[config.mk]
export PLATFORM = sky130hd
export DESIGN_NAME = dac_reg_control
export DESIGN_NICKNAME = d
export VERILOG_FILES = /design/src/hw/dac_ctrl_pkg.sv /design/src/hw/dac_reg_control.sv
export SDC_FILE = /design/constraint.sdc
export NUM_CORES = 1
export LEC_CHECK = 0
export BUFFER_PORTS_ARGS = -buffer_cell sky130_fd_sc_hd__buf_2
export CORE_MARGIN = 8
export CORE_UTILIZATION = 50
export CTS_CLUSTER_DIAMETER = 30
export CTS_CLUSTER_SIZE = 16
export DETAILED_ROUTE_END_ITERATION = 16
export HOLD_SLACK_MARGIN = 0.12
export PLACE_DENSITY_LB_ADDON = 0.1
export SETUP_SLACK_MARGIN = 0.05
export SYNTH_ARGS = -nofsm -noshare
export SYNTH_HDL_FRONTEND = slang
export SYNTH_SLANG_ARGS = --single-unit
[constraint.sdc]
create_clock -name clk -period 2.62 [get_ports clk]
set_input_delay 0.524 -clock clk [delete_from_list [all_inputs] [get_ports clk]]
set_output_delay 0.524 -clock clk [all_outputs]
set_load 0.005 [all_outputs]
[src/hw/dac_ctrl_pkg.sv]
package dac_ctrl_pkg;

  // ***************************************************************
  // register addresses
  // ***************************************************************
  localparam logic [7:0] ADDR_CH0_LOW = 8'hF9;
  localparam logic [7:0] ADDR_CH0_HIGH = 8'hFA;
  localparam logic [7:0] ADDR_CH1_LOW = 8'hFB;
  localparam logic [7:0] ADDR_CH1_HIGH = 8'hFC;
  localparam logic [7:0] ADDR_CONTROL = 8'hFE;

  // ***************************************************************
  // reset values
  // ***************************************************************
  localparam logic [7:0] DATA_RESET = 8'h00;
  localparam logic [7:0] CONTROL_RESET = 8'h04;

  // ***************************************************************
  // converter_control field positions
  // ***************************************************************
  // bit order from 7 down to 0
  localparam int BIT_MODE = 7;
  localparam int BIT_RANGE1 = 6;
  localparam int BIT_RANGE0 = 5;
  localparam int BIT_CLEAR1 = 4;
  localparam int BIT_CLEAR0 = 3;
  localparam int BIT_SYNC = 2;
  localparam int BIT_POWER1 = 1;
  localparam int BIT_POWER0 = 0;

  // ***************************************************************
  // code widths
  // ***************************************************************
  localparam int CODE_W = 12;
  localparam int HIGH_NIBBLE_W = 4;

endpackage

[src/hw/dac_reg_control.sv]
`timescale 1ns/1ns
module dac_reg_control
(
  input wire logic clk,
  input wire logic rst_n,
  input wire logic ce,
  input wire logic [7:0] sfr_addr,
  input wire logic [7:0] sfr_wdata,
  input wire logic sfr_wr,
  input wire logic sfr_rd,
  output logic [7:0] sfr_rdata,
  output logic [11:0] out_code_ch0,
  output logic [11:0] out_code_ch1,
  output logic range_select_ch0,
  output logic range_select_ch1,
  output logic power_on_ch0,
  output logic power_on_ch1,
  output logic clear_n_ch0,
  output logic clear_n_ch1
);

  // ***************************************************************
  // code assembly
  // ***************************************************************
  function automatic logic [11:0] assemble(input logic mode_8bit, input logic [7:0] low,
                                           input logic [7:0] high);
    logic [11:0] code;
    code = {high[dac_ctrl_pkg::HIGH_NIBBLE_W-1:0], low};
    if (mode_8bit)
    begin
      code = {4'h0, low};
    end
    return code;
  endfunction

  // ***************************************************************
  // register decode
  // ***************************************************************
  logic [7:0] control_reg;
  logic [7:0] control_next;
  logic [7:0] low_reg [2];
  logic [7:0] high_reg [2];
  logic [11:0] held_reg [2];
  logic [11:0] out_code_reg [2];
  logic [7:0] rdata_reg;
  logic [7:0] rdata_next;
  logic [7:0] addr_low [2];
  logic [7:0] addr_high [2];
  logic [1:0] wr_low;
  logic [1:0] wr_high;
  logic [1:0] clear_n_next;
  logic wr_control;
  logic sync_rise;

  assign addr_low[0] = dac_ctrl_pkg::ADDR_CH0_LOW;
  assign addr_low[1] = dac_ctrl_pkg::ADDR_CH1_LOW;
  assign addr_high[0] = dac_ctrl_pkg::ADDR_CH0_HIGH;
  assign addr_high[1] = dac_ctrl_pkg::ADDR_CH1_HIGH;

  assign wr_control = ce & sfr_wr & (sfr_addr == dac_ctrl_pkg::ADDR_CONTROL);
  assign control_next = wr_control ? sfr_wdata : control_reg;
  assign sync_rise = wr_control & sfr_wdata[dac_ctrl_pkg::BIT_SYNC]
                     & ~control_reg[dac_ctrl_pkg::BIT_SYNC];
  assign clear_n_next[0] = control_next[dac_ctrl_pkg::BIT_CLEAR0];
  assign clear_n_next[1] = control_next[dac_ctrl_pkg::BIT_CLEAR1];

  assign rdata_next = (sfr_addr == dac_ctrl_pkg::ADDR_CONTROL) ? control_reg :
                      (sfr_addr == dac_ctrl_pkg::ADDR_CH0_LOW) ? low_reg[0] :
                      (sfr_addr == dac_ctrl_pkg::ADDR_CH0_HIGH) ? high_reg[0] :
                      (sfr_addr == dac_ctrl_pkg::ADDR_CH1_LOW) ? low_reg[1] :
                      (sfr_addr == dac_ctrl_pkg::ADDR_CH1_HIGH) ? high_reg[1] : 8'h00;

  // ***************************************************************
  // control register and read data
  // ***************************************************************
  always_ff @(posedge clk)
  begin
    if (!rst_n)
    begin
      control_reg <= dac_ctrl_pkg::CONTROL_RESET;
      rdata_reg <= 8'h00;
    end
    else if (ce)
    begin
      control_reg <= control_next;
      if (sfr_rd)
      begin
        rdata_reg <= rdata_next;
      end
    end
  end

  // ***************************************************************
  // per-channel data, held code and output
  // ***************************************************************
  for (genvar i = 0; i < 2; i++)
  begin : g_chan
    logic [7:0] low_next;
    logic [11:0] held_next;
    logic load;

    assign wr_low[i] = ce & sfr_wr & (sfr_addr == addr_low[i]);
    assign wr_high[i] = ce & sfr_wr & (sfr_addr == addr_high[i]);
    assign low_next = wr_low[i] ? sfr_wdata : low_reg[i];
    // the low-byte write is the trigger, so the high byte must already be in place
    assign load = sync_rise | (control_reg[dac_ctrl_pkg::BIT_SYNC] & wr_low[i]);
    assign held_next = load ?
                       assemble(control_next[dac_ctrl_pkg::BIT_MODE], low_next, high_reg[i]) :
                       held_reg[i];

    always_ff @(posedge clk)
    begin
      if (!rst_n)
      begin
        low_reg[i] <= dac_ctrl_pkg::DATA_RESET;
        high_reg[i] <= dac_ctrl_pkg::DATA_RESET;
        held_reg[i] <= 12'h000;
        out_code_reg[i] <= 12'h000;
      end
      else if (ce)
      begin
        low_reg[i] <= low_next;
        if (wr_high[i])
        begin
          high_reg[i] <= sfr_wdata;
        end
        held_reg[i] <= held_next;
        out_code_reg[i] <= clear_n_next[i] ? held_next : 12'h000;
      end
    end
  end

  // ***************************************************************
  // outputs
  // ***************************************************************
  assign sfr_rdata = rdata_reg;
  assign out_code_ch0 = out_code_reg[0];
  assign out_code_ch1 = out_code_reg[1];
  assign range_select_ch1 = control_reg[dac_ctrl_pkg::BIT_RANGE1];
  assign range_select_ch0 = control_reg[dac_ctrl_pkg::BIT_RANGE0];
  assign power_on_ch1 = control_reg[dac_ctrl_pkg::BIT_POWER1];
  assign power_on_ch0 = control_reg[dac_ctrl_pkg::BIT_POWER0];
  assign clear_n_ch1 = control_reg[dac_ctrl_pkg::BIT_CLEAR1];
  assign clear_n_ch0 = control_reg[dac_ctrl_pkg::BIT_CLEAR0];

  // ***************************************************************
  // checks
  // ***************************************************************
  chk_mode_eight_bit: assert property (@(posedge clk) disable iff (!rst_n)
    (wr_low[0] && !wr_control && control_reg[7] && control_reg[2] && control_reg[3])
    |=> out_code_ch0 == {4'h0, $past(sfr_wdata)})
    else $error("8-bit mode code wrong on channel 0");

  chk_code_right_justified: assert property (@(posedge clk) disable iff (!rst_n)
    (wr_low[1] && !wr_control && !control_reg[7] && control_reg[2] && control_reg[4])
    |=> out_code_ch1 == {$past(high_reg[1][3:0]), $past(sfr_wdata)})
    else $error("12-bit code assembly wrong on channel 1");

  chk_range_ch1: assert property (@(posedge clk) disable iff (!rst_n)
    wr_control |=> range_select_ch1 == $past(sfr_wdata[6]))
    else $error("channel 1 range not taken from bit 6");

  chk_range_ch0: assert property (@(posedge clk) disable iff (!rst_n)
    wr_control |=> range_select_ch0 == $past(sfr_wdata[5]))
    else $error("channel 0 range not taken from bit 5");

  chk_clear_forces_zero: assert property (@(posedge clk) disable iff (!rst_n)
    !clear_n_ch1 |-> out_code_ch1 == 12'h000)
    else $error("cleared channel 1 not at zero");

  chk_clear_zero_ch0: assert property (@(posedge clk) disable iff (!rst_n)
    !clear_n_ch0 |-> out_code_ch0 == 12'h000)
    else $error("cleared channel 0 not at zero");

  chk_eight_bit_sync: assert property (@(posedge clk) disable iff (!rst_n)
    (sync_rise && sfr_wdata[7] && sfr_wdata[3])
    |=> out_code_ch0 == {4'h0, $past(low_reg[0])})
    else $error("8-bit sync update used high byte on channel 0");

  chk_read_low_byte: assert property (@(posedge clk) disable iff (!rst_n)
    (ce && sfr_rd && sfr_addr == 8'hF9) |=> sfr_rdata == $past(low_reg[0]))
    else $error("F9 read did not return channel 0 low byte");

  chk_sync_holds: assert property (@(posedge clk) disable iff (!rst_n)
    (!control_reg[2] && !wr_control && clear_n_ch0) |=> $stable(out_code_ch0))
    else $error("output moved while sync low");

  chk_sync_rise_update: assert property (@(posedge clk) disable iff (!rst_n)
    (sync_rise && sfr_wdata[4] && !sfr_wdata[7])
    |=> out_code_ch1 == {$past(high_reg[1][3:0]), $past(low_reg[1])})
    else $error("sync set did not update channel 1");

  chk_immediate_update: assert property (@(posedge clk) disable iff (!rst_n)
    (wr_low[0] && control_reg[2] && control_reg[3] && !wr_control)
    |=> out_code_ch0[7:0] == $past(sfr_wdata))
    else $error("low write did not update channel 0 at once");

  chk_power_bits: assert property (@(posedge clk) disable iff (!rst_n)
    wr_control |=> power_on_ch0 == $past(sfr_wdata[0]) && power_on_ch1 == $past(sfr_wdata[1]))
    else $error("power bits not taken from control write");

  chk_reset_values: assert property (@(posedge clk) disable iff (!rst_n)
    $rose(rst_n) |-> control_reg == 8'h04 && low_reg[0] == 8'h00 && high_reg[1] == 8'h00
                     && out_code_ch0 == 12'h000)
    else $error("reset values wrong");

  chk_data_map: assert property (@(posedge clk) disable iff (!rst_n)
    (ce && sfr_wr && sfr_addr == 8'hFC) |=> high_reg[1] == $past(sfr_wdata))
    else $error("FC write did not reach channel 1 high byte");

endmodule

==> results of run 1 <==
[cells in the final DEF (no fill, tap or decap), types with 3 or more instances in the layout]
master / synthesis / routed
a211oi_1: 17 / 17
a21oi_1: 24 / 24
a221oi_1: 6 / 6
a31oi_1: 18 / 18
a32o_1: 5 / 5
and2_1: 20 / 20
and3_1: 3 / 3
and4_1: 5 / 5
and4b_1: 3 / 3
buf_12: 1 / 3
buf_2: 14 / 58
buf_4: 6 / 15
clkbuf_8: 0 / 9
dfxtp_1: 16 / 16
edfxtp_1: 80 / 80
inv_1: 10 / 10
inv_6: 0 / 3
mux2i_1: 13 / 13
nand2_1: 14 / 14
nand2b_1: 8 / 7
nand3_1: 28 / 28
nor2_1: 19 / 19
nor2b_1: 6 / 6
nor3_1: 33 / 33
o2111ai_1: 10 / 10
o21ai_0: 12 / 12
o32ai_1: 7 / 7
[per-stage QoR]
stage	total power [mW]	hold WS [ns]	instance area (um2)	setup slack (ns)
finish	2.940	0.4589	5384	0.7179
global route	3.035	0.4876	5384	0.6149
CTS	2.952	0.4613	5384	0.7194
detailed placement	2.030	0.4466	5199	0.3271
global placement	2.025	0.4370	5199	0.3388
floorplan	1.917	0.4457	4806	0.4217
[worst max-delay path by stage]
stage               slack (ns)        start                          endpoint  cells after the start
global placement          0.34  sfr_addr[0]  out_code_reg[1][8]$_SDFFCE_PN0P_                      5
detailed placement        0.33  sfr_addr[0]  out_code_reg[1][6]$_SDFFCE_PN0P_                      5
floorplan                 0.42  sfr_addr[1]      high_reg[1][0]$_SDFFCE_PN0P_                      5
finish                    0.72  sfr_addr[0]  out_code_reg[1][7]$_SDFFCE_PN0P_                      5
global route              0.61  sfr_addr[1]  out_code_reg[1][6]$_SDFFCE_PN0P_                      7
CTS                       0.72  sfr_addr[0]  out_code_reg[1][6]$_SDFFCE_PN0P_                      5
[layout make-up]
type                    instances  area (um2)  share of cell area, %
clock inverters                 7       61.31                  1.139
repair buffers                 76       462.9                  8.599
multi-input cells             277        1814                  33.70
clock buffers                   9       123.9                  2.301
well taps                     129       161.4                  2.998
flip-flops and latches         96        2723                  50.57
inverters                      10       37.54                 0.6972
[critical path: stages]
cell and delay, ns:
buf_2 0.18, and3_1 0.43, and4_4 0.40, mux2i_1 0.33, a211oi_1 0.14
[kinds of logic (layout without fill, tap and decap cells)]
group	Yosys count	after routing
buffers and inverters	48	102
AND/OR/NAND/NOR	153	153
AO/OA/AOI/OAI	111	111
multiplexers	13	13
flip-flops	96	96
[power breakdown]
group	internal [mW]	total (mW)	switching, mW
Clock	0.368	0.944	0.576
Combinational	0.0811	0.241	0.159
Sequential	1.72	1.76	0.0324
[per-layer routing]
layer | vias up | GRT usage, % | wire length, um
li1 | 1734 | - | -
met1 | 1776 | 25.52 | 5574
met2 | 110 | 31.47 | 5917
met3 | 20 | 3.117 | 608
met4 | 0 | 6.655 | 251
met5 | - | 0 | 0
==> summary.txt, run 1 <==
Status -> complete, no violations
Global-route wire length before repair -> 19480 um
VDD IR max -> 0.0003316 V
Final period utilization -> 72.60%
Max Cap Violations -> 0
Worst reg2reg path startpoint -> control_reg[2]$_SDFFE_PN1P_
Top fanout value on the critical path -> 11
Yosys top cell area share -> 50.01%
Fill cells -> 846
Largest net degree at the start of global routing -> 67
1st-iter DRT viols -> 276
Sink Count -> 96
CTS Buffer Depth -> 2
Min-delay src -> sfr_rdata[5]$_SDFFE_PN0P_
Fmax -> 0.5257 GHz
CTS tree -> built
Min cycle time layout -> 1.902 ns
Cts hold-fix bufs -> 0
GRT Util Overall -> 19.33%
Sequential-to-total area share from yosys stat -> 56.68%
Post-Route Skew -> 0.01478 ns
Skew-Pair Late Insertion Delay -> 0.36 ns
Final Wtd Congestion -> 0.8763
Post-synthesis adder-cell area fraction -> 0%
Worst slew margin -> 60.25%
Post CTS Setup Buffer Count -> 0
Slew Viols, Final -> 0
Antenna-violating nets left -> 0
Post-synth EDFFs -> 80
Pleak -> 1.937 nW
Area contributors post-synth -> edfxtp_1 (50%), dfxtp_1 (6.7%), nor3_1 (3.4%), nand3_1 (2.9%), mux2i_1 (2.7%)
Number of I/O pins -> 59
Total vias in the final route -> 3640
Power Dens Cells -> 546.1 nW/um2
Type of the tightest min-delay check -> flop to flop
Die area -> 13000 um2
Final Hold Vio Count -> 0
Crit end category -> flop
Synthesized area -> 4803 um2
Synth Net Count -> 442
Ratio of cells with drive above 1 in the final layout -> 22.11%
Initial core utilization -> 51.74%
# setup viols final -> 0
Ys async rst share -> 0%
Post-Place Cells -> 588
Unrepaired setup endpoints after global routing -> false
Vias/cell -> 6.026
Synth Area in Compound Gates -> 16.57%
Worst Path Arrival -> 2.01 ns
Vias in the first global route -> 3589
Synth Register Bits -> 96
Setup_tns -> 0 ns
Avg Inst Size Synth -> 11.41 um2
Hold endpoint -> sfr_rdata[5]$_SDFFE_PN0P_
Inserted Clock Buffers -> 9
Startpoint types -> primary input
Post-synth top area cell -> edfxtp_1
Router iterations before antenna repair -> 5
Port bufs -> 58
Largest family of logic cells by synthesized area -> simple AND/OR/NAND/NOR gates
Synth cell count leaders -> edfxtp_1 (80), nor3_1 (33), nand3_1 (28)
Post-Route WL -> 12350 um
Critical R2R Capture -> held_reg[0][1]$_SDFFCE_PN0P_
Top FF cell, synth -> edfxtp_1
Root Buffer -> clkbuf_8
# rows -> 35
CP required -> 2.73 ns
Slew @ Worst Pin -> 0.5930 ns
# resized after CTS -> 0
Residual DRC -> 0
Antenna Cells -> 0
Setup CP Type -> primary input to flop
Grt ovf -> 0
Xor/xnor share of the synthesized area -> 0%
Clk pin slew, worst setup/hold paths -> 0.11 ns
Post-Layout Cell Count -> 604
CTS H-tree lvls -> 3
Core area -> 9284 um2
Mux cell area share after synthesis -> 2.709%
Post-synthesis cell count -> 421
Antenna violations before repair -> 0
Fin util -> 57.99%
Area share of and/or/nand/nor cells after synthesis -> 18.44%
Area Overhead vs Synth -> 12.09%
Die W -> 114.0 um
HPWL after DPL -> 8778 um
Drt wl/cell -> 20.45 um
R2R depth -> 5
Final nets -> 491
Most instantiated library cell after synthesis -> edfxtp_1
YS warnings -> 0
R2R Setup Slk -> 0.84 ns
Hold Crit Depth -> 2
Unique masters post-synth -> 49
Die outline height -> 114.0 um
No activity file was read; power rests on OpenSTA's default activity.
==> run 2, diff against run 1 <==
clock period = 1.9 ns   (was 2.62 ns; I/O delays follow)
==> summary.txt, run 2 (synthesis gave the netlist of run 1 again) <==
Sw frac -> 24.90% (was 26.12%)
# setup viols final -> 0 (unchanged)
Most frequent cells in the layout -> edfxtp_1 (80), buf_2 (58), buf_4 (56), nor3_1 (33), nand3_1 (28) (was edfxtp_1 (80), buf_2 (58), nor3_1 (33), nand3_1 (28), a21oi_1 (24))
Clk pin slew, worst setup/hold paths -> 0.10 ns (was 0.11 ns)
Number of I/O pins -> 59 (unchanged)
Antenna-violating nets left -> 0 (unchanged)
Area Overhead vs Synth -> 20.99% (was 12.09%)
# rows -> 35 (unchanged)
Setup CP Type -> flop to flop (was primary input to flop)
CP cell instances -> and4b_1, and3_1, buf_12, o2111ai_1, a21oi_1 (was buf_2, and3_1, and4_4, mux2i_1, a211oi_1)
Largest net degree at the start of global routing -> 67 (unchanged)
CTS tree -> built (unchanged)
Grt ovf -> 0 (unchanged)
Ratio of cells with drive above 1 in the final layout -> 29.17% (was 22.11%)
Slew @ Worst Pin -> 0.4064 ns (was 0.5930 ns)
Post-Route Skew -> 0.01012 ns (was 0.01478 ns)
Post-Place Setup Slack -> -0.3293 ns (was 0.3271 ns)
Status -> complete, no violations (unchanged)
Unrepaired setup endpoints after global routing -> false (unchanged)
Port bufs -> 58 (unchanged)
Worst Path Arrival -> 1.86 ns (was 2.01 ns)
CP max-delay cell -> dfxtp_1 (was and3_1)
Crit end category -> flop (unchanged)
Die outline height -> 114.0 um (unchanged)
Pleak -> 2.196 nW (was 1.937 nW)
Type of the tightest min-delay check -> primary input to flop (was flop to flop)
Skew-Pair Late Insertion Delay -> 0.36 ns (about the same)
Hold Crit Depth -> 2 (unchanged)
Commonest non-fill, non-tap cell in the layout -> edfxtp_1 (unchanged)
Sequential share of power -> 57.6% (was 59.7%)
WP buf/inv -> 1 (unchanged)
Vias in the first global route -> 3769 (was 3589)
Root Buffer -> clkbuf_8 (unchanged)
Fin util -> 62.60% (was 57.99%)
Fmax -> 0.5750 GHz
Max Cap Violations -> 0 (unchanged)
Cts hold-fix bufs -> 0 (unchanged)
Router iterations before antenna repair -> 5 (unchanged)
Pint -> 3.160 mW (was 2.172 mW)
Clock share of power -> 33.3% (was 32.1%)
HPWL after DPL -> 9521 um (was 8778 um)
CP Depth -> 5 (unchanged)
Post-Layout Cell Count -> 650 (was 604)
Post-Place Cells -> 630 (was 588)
Post-Route WL -> 13150 um (was 12350 um)
Die W -> 114.0 um (unchanged)
Global-route wire length before repair -> 20700 um (was 19480 um)
Initial core utilization -> 51.74% (unchanged)
Residual DRC -> 0 (unchanged)
Comb pwr share -> 9.1% (was 8.2%)
Sw Pwr -> 1.048 mW (was 0.7679 mW)
Core area -> 9284 um2 (unchanged)
Startpoint types -> flop (was primary input)
Worst slew margin -> 72.91% (was 60.25%)
Total vias in the final route -> 3890 (was 3640)
Top fanout value on the critical path -> 24 (was 11)
Final period utilization -> 91.53%
Area after DPL -> 5577 um2 (was 5199 um2)
Sink Count -> 96 (unchanged)
CP required -> 2.02 ns (was 2.73 ns)
Final Wtd Congestion -> 0.8978 (was 0.8763)
Power Dens Cells -> 724.0 nW/um2 (was 546.1 nW/um2)
Final nets -> 537 (was 491)
Min cycle time layout -> 1.739 ns
Inserted Clock Buffers -> 9 (unchanged)
VDD IR max -> 0.0003974 V (was 0.0003316 V)
Vias/cell -> 5.985 (was 6.026)
Post-Layout Inst Area -> 5812 um2 (was 5384 um2)
Final Hold Vio Count -> 0 (unchanged)
CTS Buffer Depth -> 2 (unchanged)
Drt wl/cell -> 20.24 um (was 20.45 um)
Antenna Cells -> 0 (unchanged)
Die area -> 13000 um2 (unchanged)
CTS H-tree lvls -> 3 (unchanged)
Slew Viols, Final -> 0 (unchanged)
Final worst slack -> 0.1609 ns (was 0.7179 ns)
Worst path top cell family by delay -> simple AND/OR/NAND/NOR gates (unchanged)
GRT Util Overall -> 20.82% (was 19.33%)
R2R depth -> 5 (unchanged)
Antenna violations before repair -> 0 (unchanged)
Critical Path Max Stage Delay -> 0.41 ns (was 0.43 ns)
1st-iter DRT viols -> 326 (was 276)
Total power -> 4.208 mW (was 2.940 mW)
## run 2: cell types whose count changed in the layout (fill, tap and decap cells not counted), sizes merged
cell	previous run	this run
buf	76	122
clkinv	2	0
clkinvlp	0	2
inv	15	13
bufinv	0	1
clkbuf	9	10
## run 2: power groups by stage
stage	Clock (mW)	Combinational (mW)	Sequential (mW)
3_5_place_dp	0	0.378	2.47
5_1_grt	1.50	0.416	2.43
2_1_floorplan	0	0.188	2.46
6_report	1.40	0.381	2.42
4_1_cts	1.43	0.379	2.42
3_3_place_gp	0	0.371	2.47
## run 2: through the flow
stage	TNS, ns	hold WS, ns
floorplan	0	0.4457
global placement	-4.851	0.4440
detailed placement	-7.232	0.4490
CTS	0	0.3594
global route	0	0.3823
finish	0	0.3783
## run 2: cell type report
cell class                 instances  area (um2)
fill                             788        3472
sequential                        96        2723
multi-input combinational        277        1815
timing repair buffer             122       870.8
tap                              129       161.4
clock buffer                      10       127.6
clock inverter                     6       76.32
inverter                          10       37.54
## run 2: metal layers
layer  vias to the layer above  GRT usage [%]  wire length, um
li1                       1831              -                -
met1                      1899          27.35             5795
met2                       139          33.75             6381
met3                        21          3.170              694
met4                         0          8.163              283
met5                         -              0                0
## run 2: worst reg2reg max path: cells and delay by family (launching register included)
| family | cells | cell delay (ns) |
|---|---|---|
| flip-flops | 1 | 0.41 |
| buffers and inverters | 1 | 0.17 |
| AND/OR/NAND/NOR | 2 | 0.50 |
| AO/OA/AOI/OAI | 2 | 0.43 |
## run 2: worst paths after layout
path	start	end	slack, ns
worst max-delay path	control_reg[2]$_SDFFE_PN1P_	out_code_reg[0][9]$_SDFFCE_PN0P_	0.16
worst min-delay path	rst_n	control_reg[7]$_SDFFE_PN0P_	0.38
worst max register to register	control_reg[2]$_SDFFE_PN1P_	out_code_reg[0][9]$_SDFFCE_PN0P_	0.16
worst min register to register	sfr_rdata[5]$_SDFFE_PN0P_	sfr_rdata[5]$_SDFFE_PN0P_	0.47
## run 2: timing repair
| item | CTS | global route |
|---|---|---|
| resized for setup | 0 | 1 |
| hold endpoints to repair | 0 | 0 |
| buffers inserted | 4 | 0 |
| pin swaps | 0 | 0 |
| endpoints found under the setup margin | 1 | 4 |
==> run 3, diff against run 2 <==
==> constraint.sdc (replaced) <==
create_clock -name clk -period 1.9 [get_ports clk]
set_input_delay 0.095 -clock clk [delete_from_list [all_inputs] [get_ports clk]]
set_output_delay 0.095 -clock clk [all_outputs]
set_load 0.005 [all_outputs]
==> summary.txt, run 3 (synthesis gave the netlist of run 1 again) <==
Status -> complete, no violations (unchanged)
Vias/cell -> 5.968 (was 5.985)
Initial core utilization -> 51.74% (unchanged)
Die outline height -> 114.0 um (unchanged)
Final Wtd Congestion -> 0.8967 (was 0.8978)
Drt wl/cell -> 20.25 um (was 20.24 um)
Die area -> 13000 um2 (unchanged)
Slew Viols, Final -> 0 (unchanged)
Seq. cell area -> 2723 um2 (unchanged)
Critical path destination -> held_reg[1][5]$_SDFFCE_PN0P_ (was out_code_reg[0][9]$_SDFFCE_PN0P_)
Critical R2R Capture -> held_reg[1][5]$_SDFFCE_PN0P_ (was out_code_reg[0][9]$_SDFFCE_PN0P_)
Area after DPL -> 5304 um2 (was 5577 um2)
Worst Path Arrival -> 1.85 ns (was 1.86 ns)
Crit end category -> flop (unchanged)
Skew-Pair Late Insertion Delay -> 0.37 ns (was 0.36 ns)
CTS tree -> built (unchanged)
Sink Count -> 96 (unchanged)
Post-Layout Inst Area -> 5598 um2 (was 5812 um2)
Number of I/O pins -> 59 (unchanged)
Router iterations before antenna repair -> 5 (unchanged)
Most frequent cells in the layout -> edfxtp_1 (80), buf_2 (58), nor3_1 (32), nand3_1 (28), buf_4 (28) (was edfxtp_1 (80), buf_2 (58), buf_4 (56), nor3_1 (33), nand3_1 (28))
CTS H-tree lvls -> 3 (unchanged)
Final nets -> 512 (was 537)
Area Overhead vs Synth -> 16.54% (was 20.99%)
Commonest non-fill, non-tap cell in the layout -> edfxtp_1 (unchanged)
R2R Setup Slk -> 0.16 ns (about the same)
VDD IR max -> 0.0004659 V (was 0.0003974 V)
Post CTS Setup Buffer Count -> 0 (was 4)
Post-Layout Cell Count -> 625 (was 650)
Fin util -> 60.30% (was 62.60%)
Slew @ Worst Pin -> 0.8196 ns (was 0.4064 ns)
Unrepaired setup endpoints after global routing -> false (unchanged)
Setup_tns -> 0 ns (unchanged)
Inserted Clock Buffers -> 9 (unchanged)
Post-Place Cells -> 602 (was 630)
Max Cap Violations -> 0 (unchanged)
Antenna Cells -> 0 (unchanged)
Comb pwr share -> 8.8% (was 9.1%)
Vias in the first global route -> 3657 (was 3769)
Root Buffer -> clkbuf_8 (unchanged)
Min cycle time layout -> 1.744 ns (was 1.739 ns)
GRT Util Overall -> 20.00% (was 20.82%)
# rows -> 35 (unchanged)
Startpoint types -> flop (unchanged)
Port bufs -> 58 (unchanged)
Worst slew margin -> 45.13% (was 72.91%)
# setup viols final -> 0 (unchanged)
Global-route wire length before repair -> 19850 um (was 20700 um)
Top fanout value on the critical path -> 24 (unchanged)
Grt ovf -> 0 (unchanged)
R2R depth -> 5 (unchanged)
Post-Route Skew -> 0.01512 ns (was 0.01012 ns)
Worst reg2reg path startpoint -> control_reg[2]$_SDFFE_PN1P_ (unchanged)
Sequential share of power -> 59.6% (was 57.6%)
Core area -> 9284 um2 (unchanged)
Clk pin slew, worst setup/hold paths -> 0.10 ns (about the same)
Fill cells -> 807 (was 788)
Clock share of power -> 31.6% (was 33.3%)
Setup CP Type -> flop to flop (unchanged)
Total power -> 4.063 mW (was 4.208 mW)
Residual DRC -> 0 (unchanged)
Largest net degree at the start of global routing -> 67 (unchanged)
CTS Buffer Depth -> 2 (unchanged)
Antenna-violating nets left -> 0 (unchanged)
Critical Path Start -> control_reg[2]$_SDFFE_PN1P_ (unchanged)
Sw Pwr -> 1.054 mW (was 1.048 mW)
Power Dens Cells -> 725.9 nW/um2 (was 724.0 nW/um2)
1st-iter DRT viols -> 303 (was 326)
Total vias in the final route -> 3730 (was 3890)
HPWL after DPL -> 9075 um (was 9521 um)
Final period utilization -> 91.78% (was 91.53%)
Antenna violations before repair -> 0 (unchanged)
Type of the tightest min-delay check -> primary input to flop (unchanged)
Pleak -> 2.042 nW (was 2.196 nW)
Area occupied by multi-input gates -> 1846 um2 (was 1815 um2)
Sw frac -> 25.94% (was 24.90%)
Fmax -> 0.5734 GHz (was 0.5750 GHz)
Ratio of cells with drive above 1 in the final layout -> 25.20% (was 29.17%)
Final Hold Vio Count -> 0 (unchanged)
Die W -> 114.0 um (unchanged)
Pint -> 3.009 mW (was 3.160 mW)
Post-Route WL -> 12650 um (was 13150 um)
CP required -> 2.01 ns (was 2.02 ns)
[run 3: cell count changes in the layout (fill, tap and decap cells not counted), moves of 3 or more]
cell,change
a211oi_1,-3
buf_4,-28
a211oi_2,+3
dlygate4sd3_1,+7
buf_12,-5
[run 3: worst min-delay path by stage]
| stage | from | endpoint | slack [ns] | cells past startpoint |
|---|---|---|---|---|
| CTS | sfr_wdata[6] | control_reg[6]$_SDFFE_PN0P_ | 0.12 | 3 |
| global route | sfr_wdata[6] | control_reg[6]$_SDFFE_PN0P_ | 0.14 | 3 |
| finish | sfr_wdata[6] | control_reg[6]$_SDFFE_PN0P_ | 0.12 | 3 |
| global placement | rst_n | control_reg[2]$_SDFFE_PN1P_ | 0.36 | 2 |
| detailed placement | rst_n | control_reg[2]$_SDFFE_PN1P_ | 0.37 | 2 |
| floorplan | sfr_wdata[2] | control_reg[2]$_SDFFE_PN1P_ | 0.22 | 2 |
[run 3: critical path: stages, from the launching register on]
cell	delay (ns)
dfxtp_1	0.41
and4b_1	0.27
and3_1	0.21
buf_6	0.18
nor3_1	0.29
a211oi_1	0.10
[run 3: metal layers]
layer	track usage [%]	up-vias	routed length (um)
met5	0	-	0
met4	6.655	0	198
met3	3.909	17	733
met2	33.28	115	6266
met1	25.45	1819	5455
li1	-	1779	-
[run 3: through the flow]
step	setup WS, ns	hold slack [ns]
final	0.1561	0.1244
after global routing	0.05461	0.1425
after CTS	0.1059	0.1220
after detailed placement	-0.04434	0.3703
after global placement	-0.02648	0.3635
after floorplan	0.1307	0.2235
[run 3: area by class of cell]
class | instances | share of cell area (%)
multi-input cells | 277 | 32.97
inverters | 10 | 0.6705
repair buffers | 97 | 11.47
flip-flops and latches | 96 | 48.64
clock buffers | 9 | 2.213
well taps | 129 | 2.883
clock inverters | 7 | 1.162
[run 3: timing repair]
| item | CTS | global route |
|---|---|---|
| resized for setup | 0 | 7 |
| hold buffers | 7 | 0 |
| hold endpoints to repair | 6 | 0 |
| setup endpoints to repair | 0 | 28 |
[run 3: power groups by stage]
| stage | registers, mW | logic, mW | clock network, mW |
|---|---|---|---|
| floorplan | 2.46 | 0.187 | 0 |
| global placement | 2.47 | 0.340 | 0 |
| detailed placement | 2.47 | 0.345 | 0 |
| CTS | 2.42 | 0.355 | 1.31 |
| global route | 2.43 | 0.389 | 1.37 |
| finish | 2.42 | 0.356 | 1.29 |
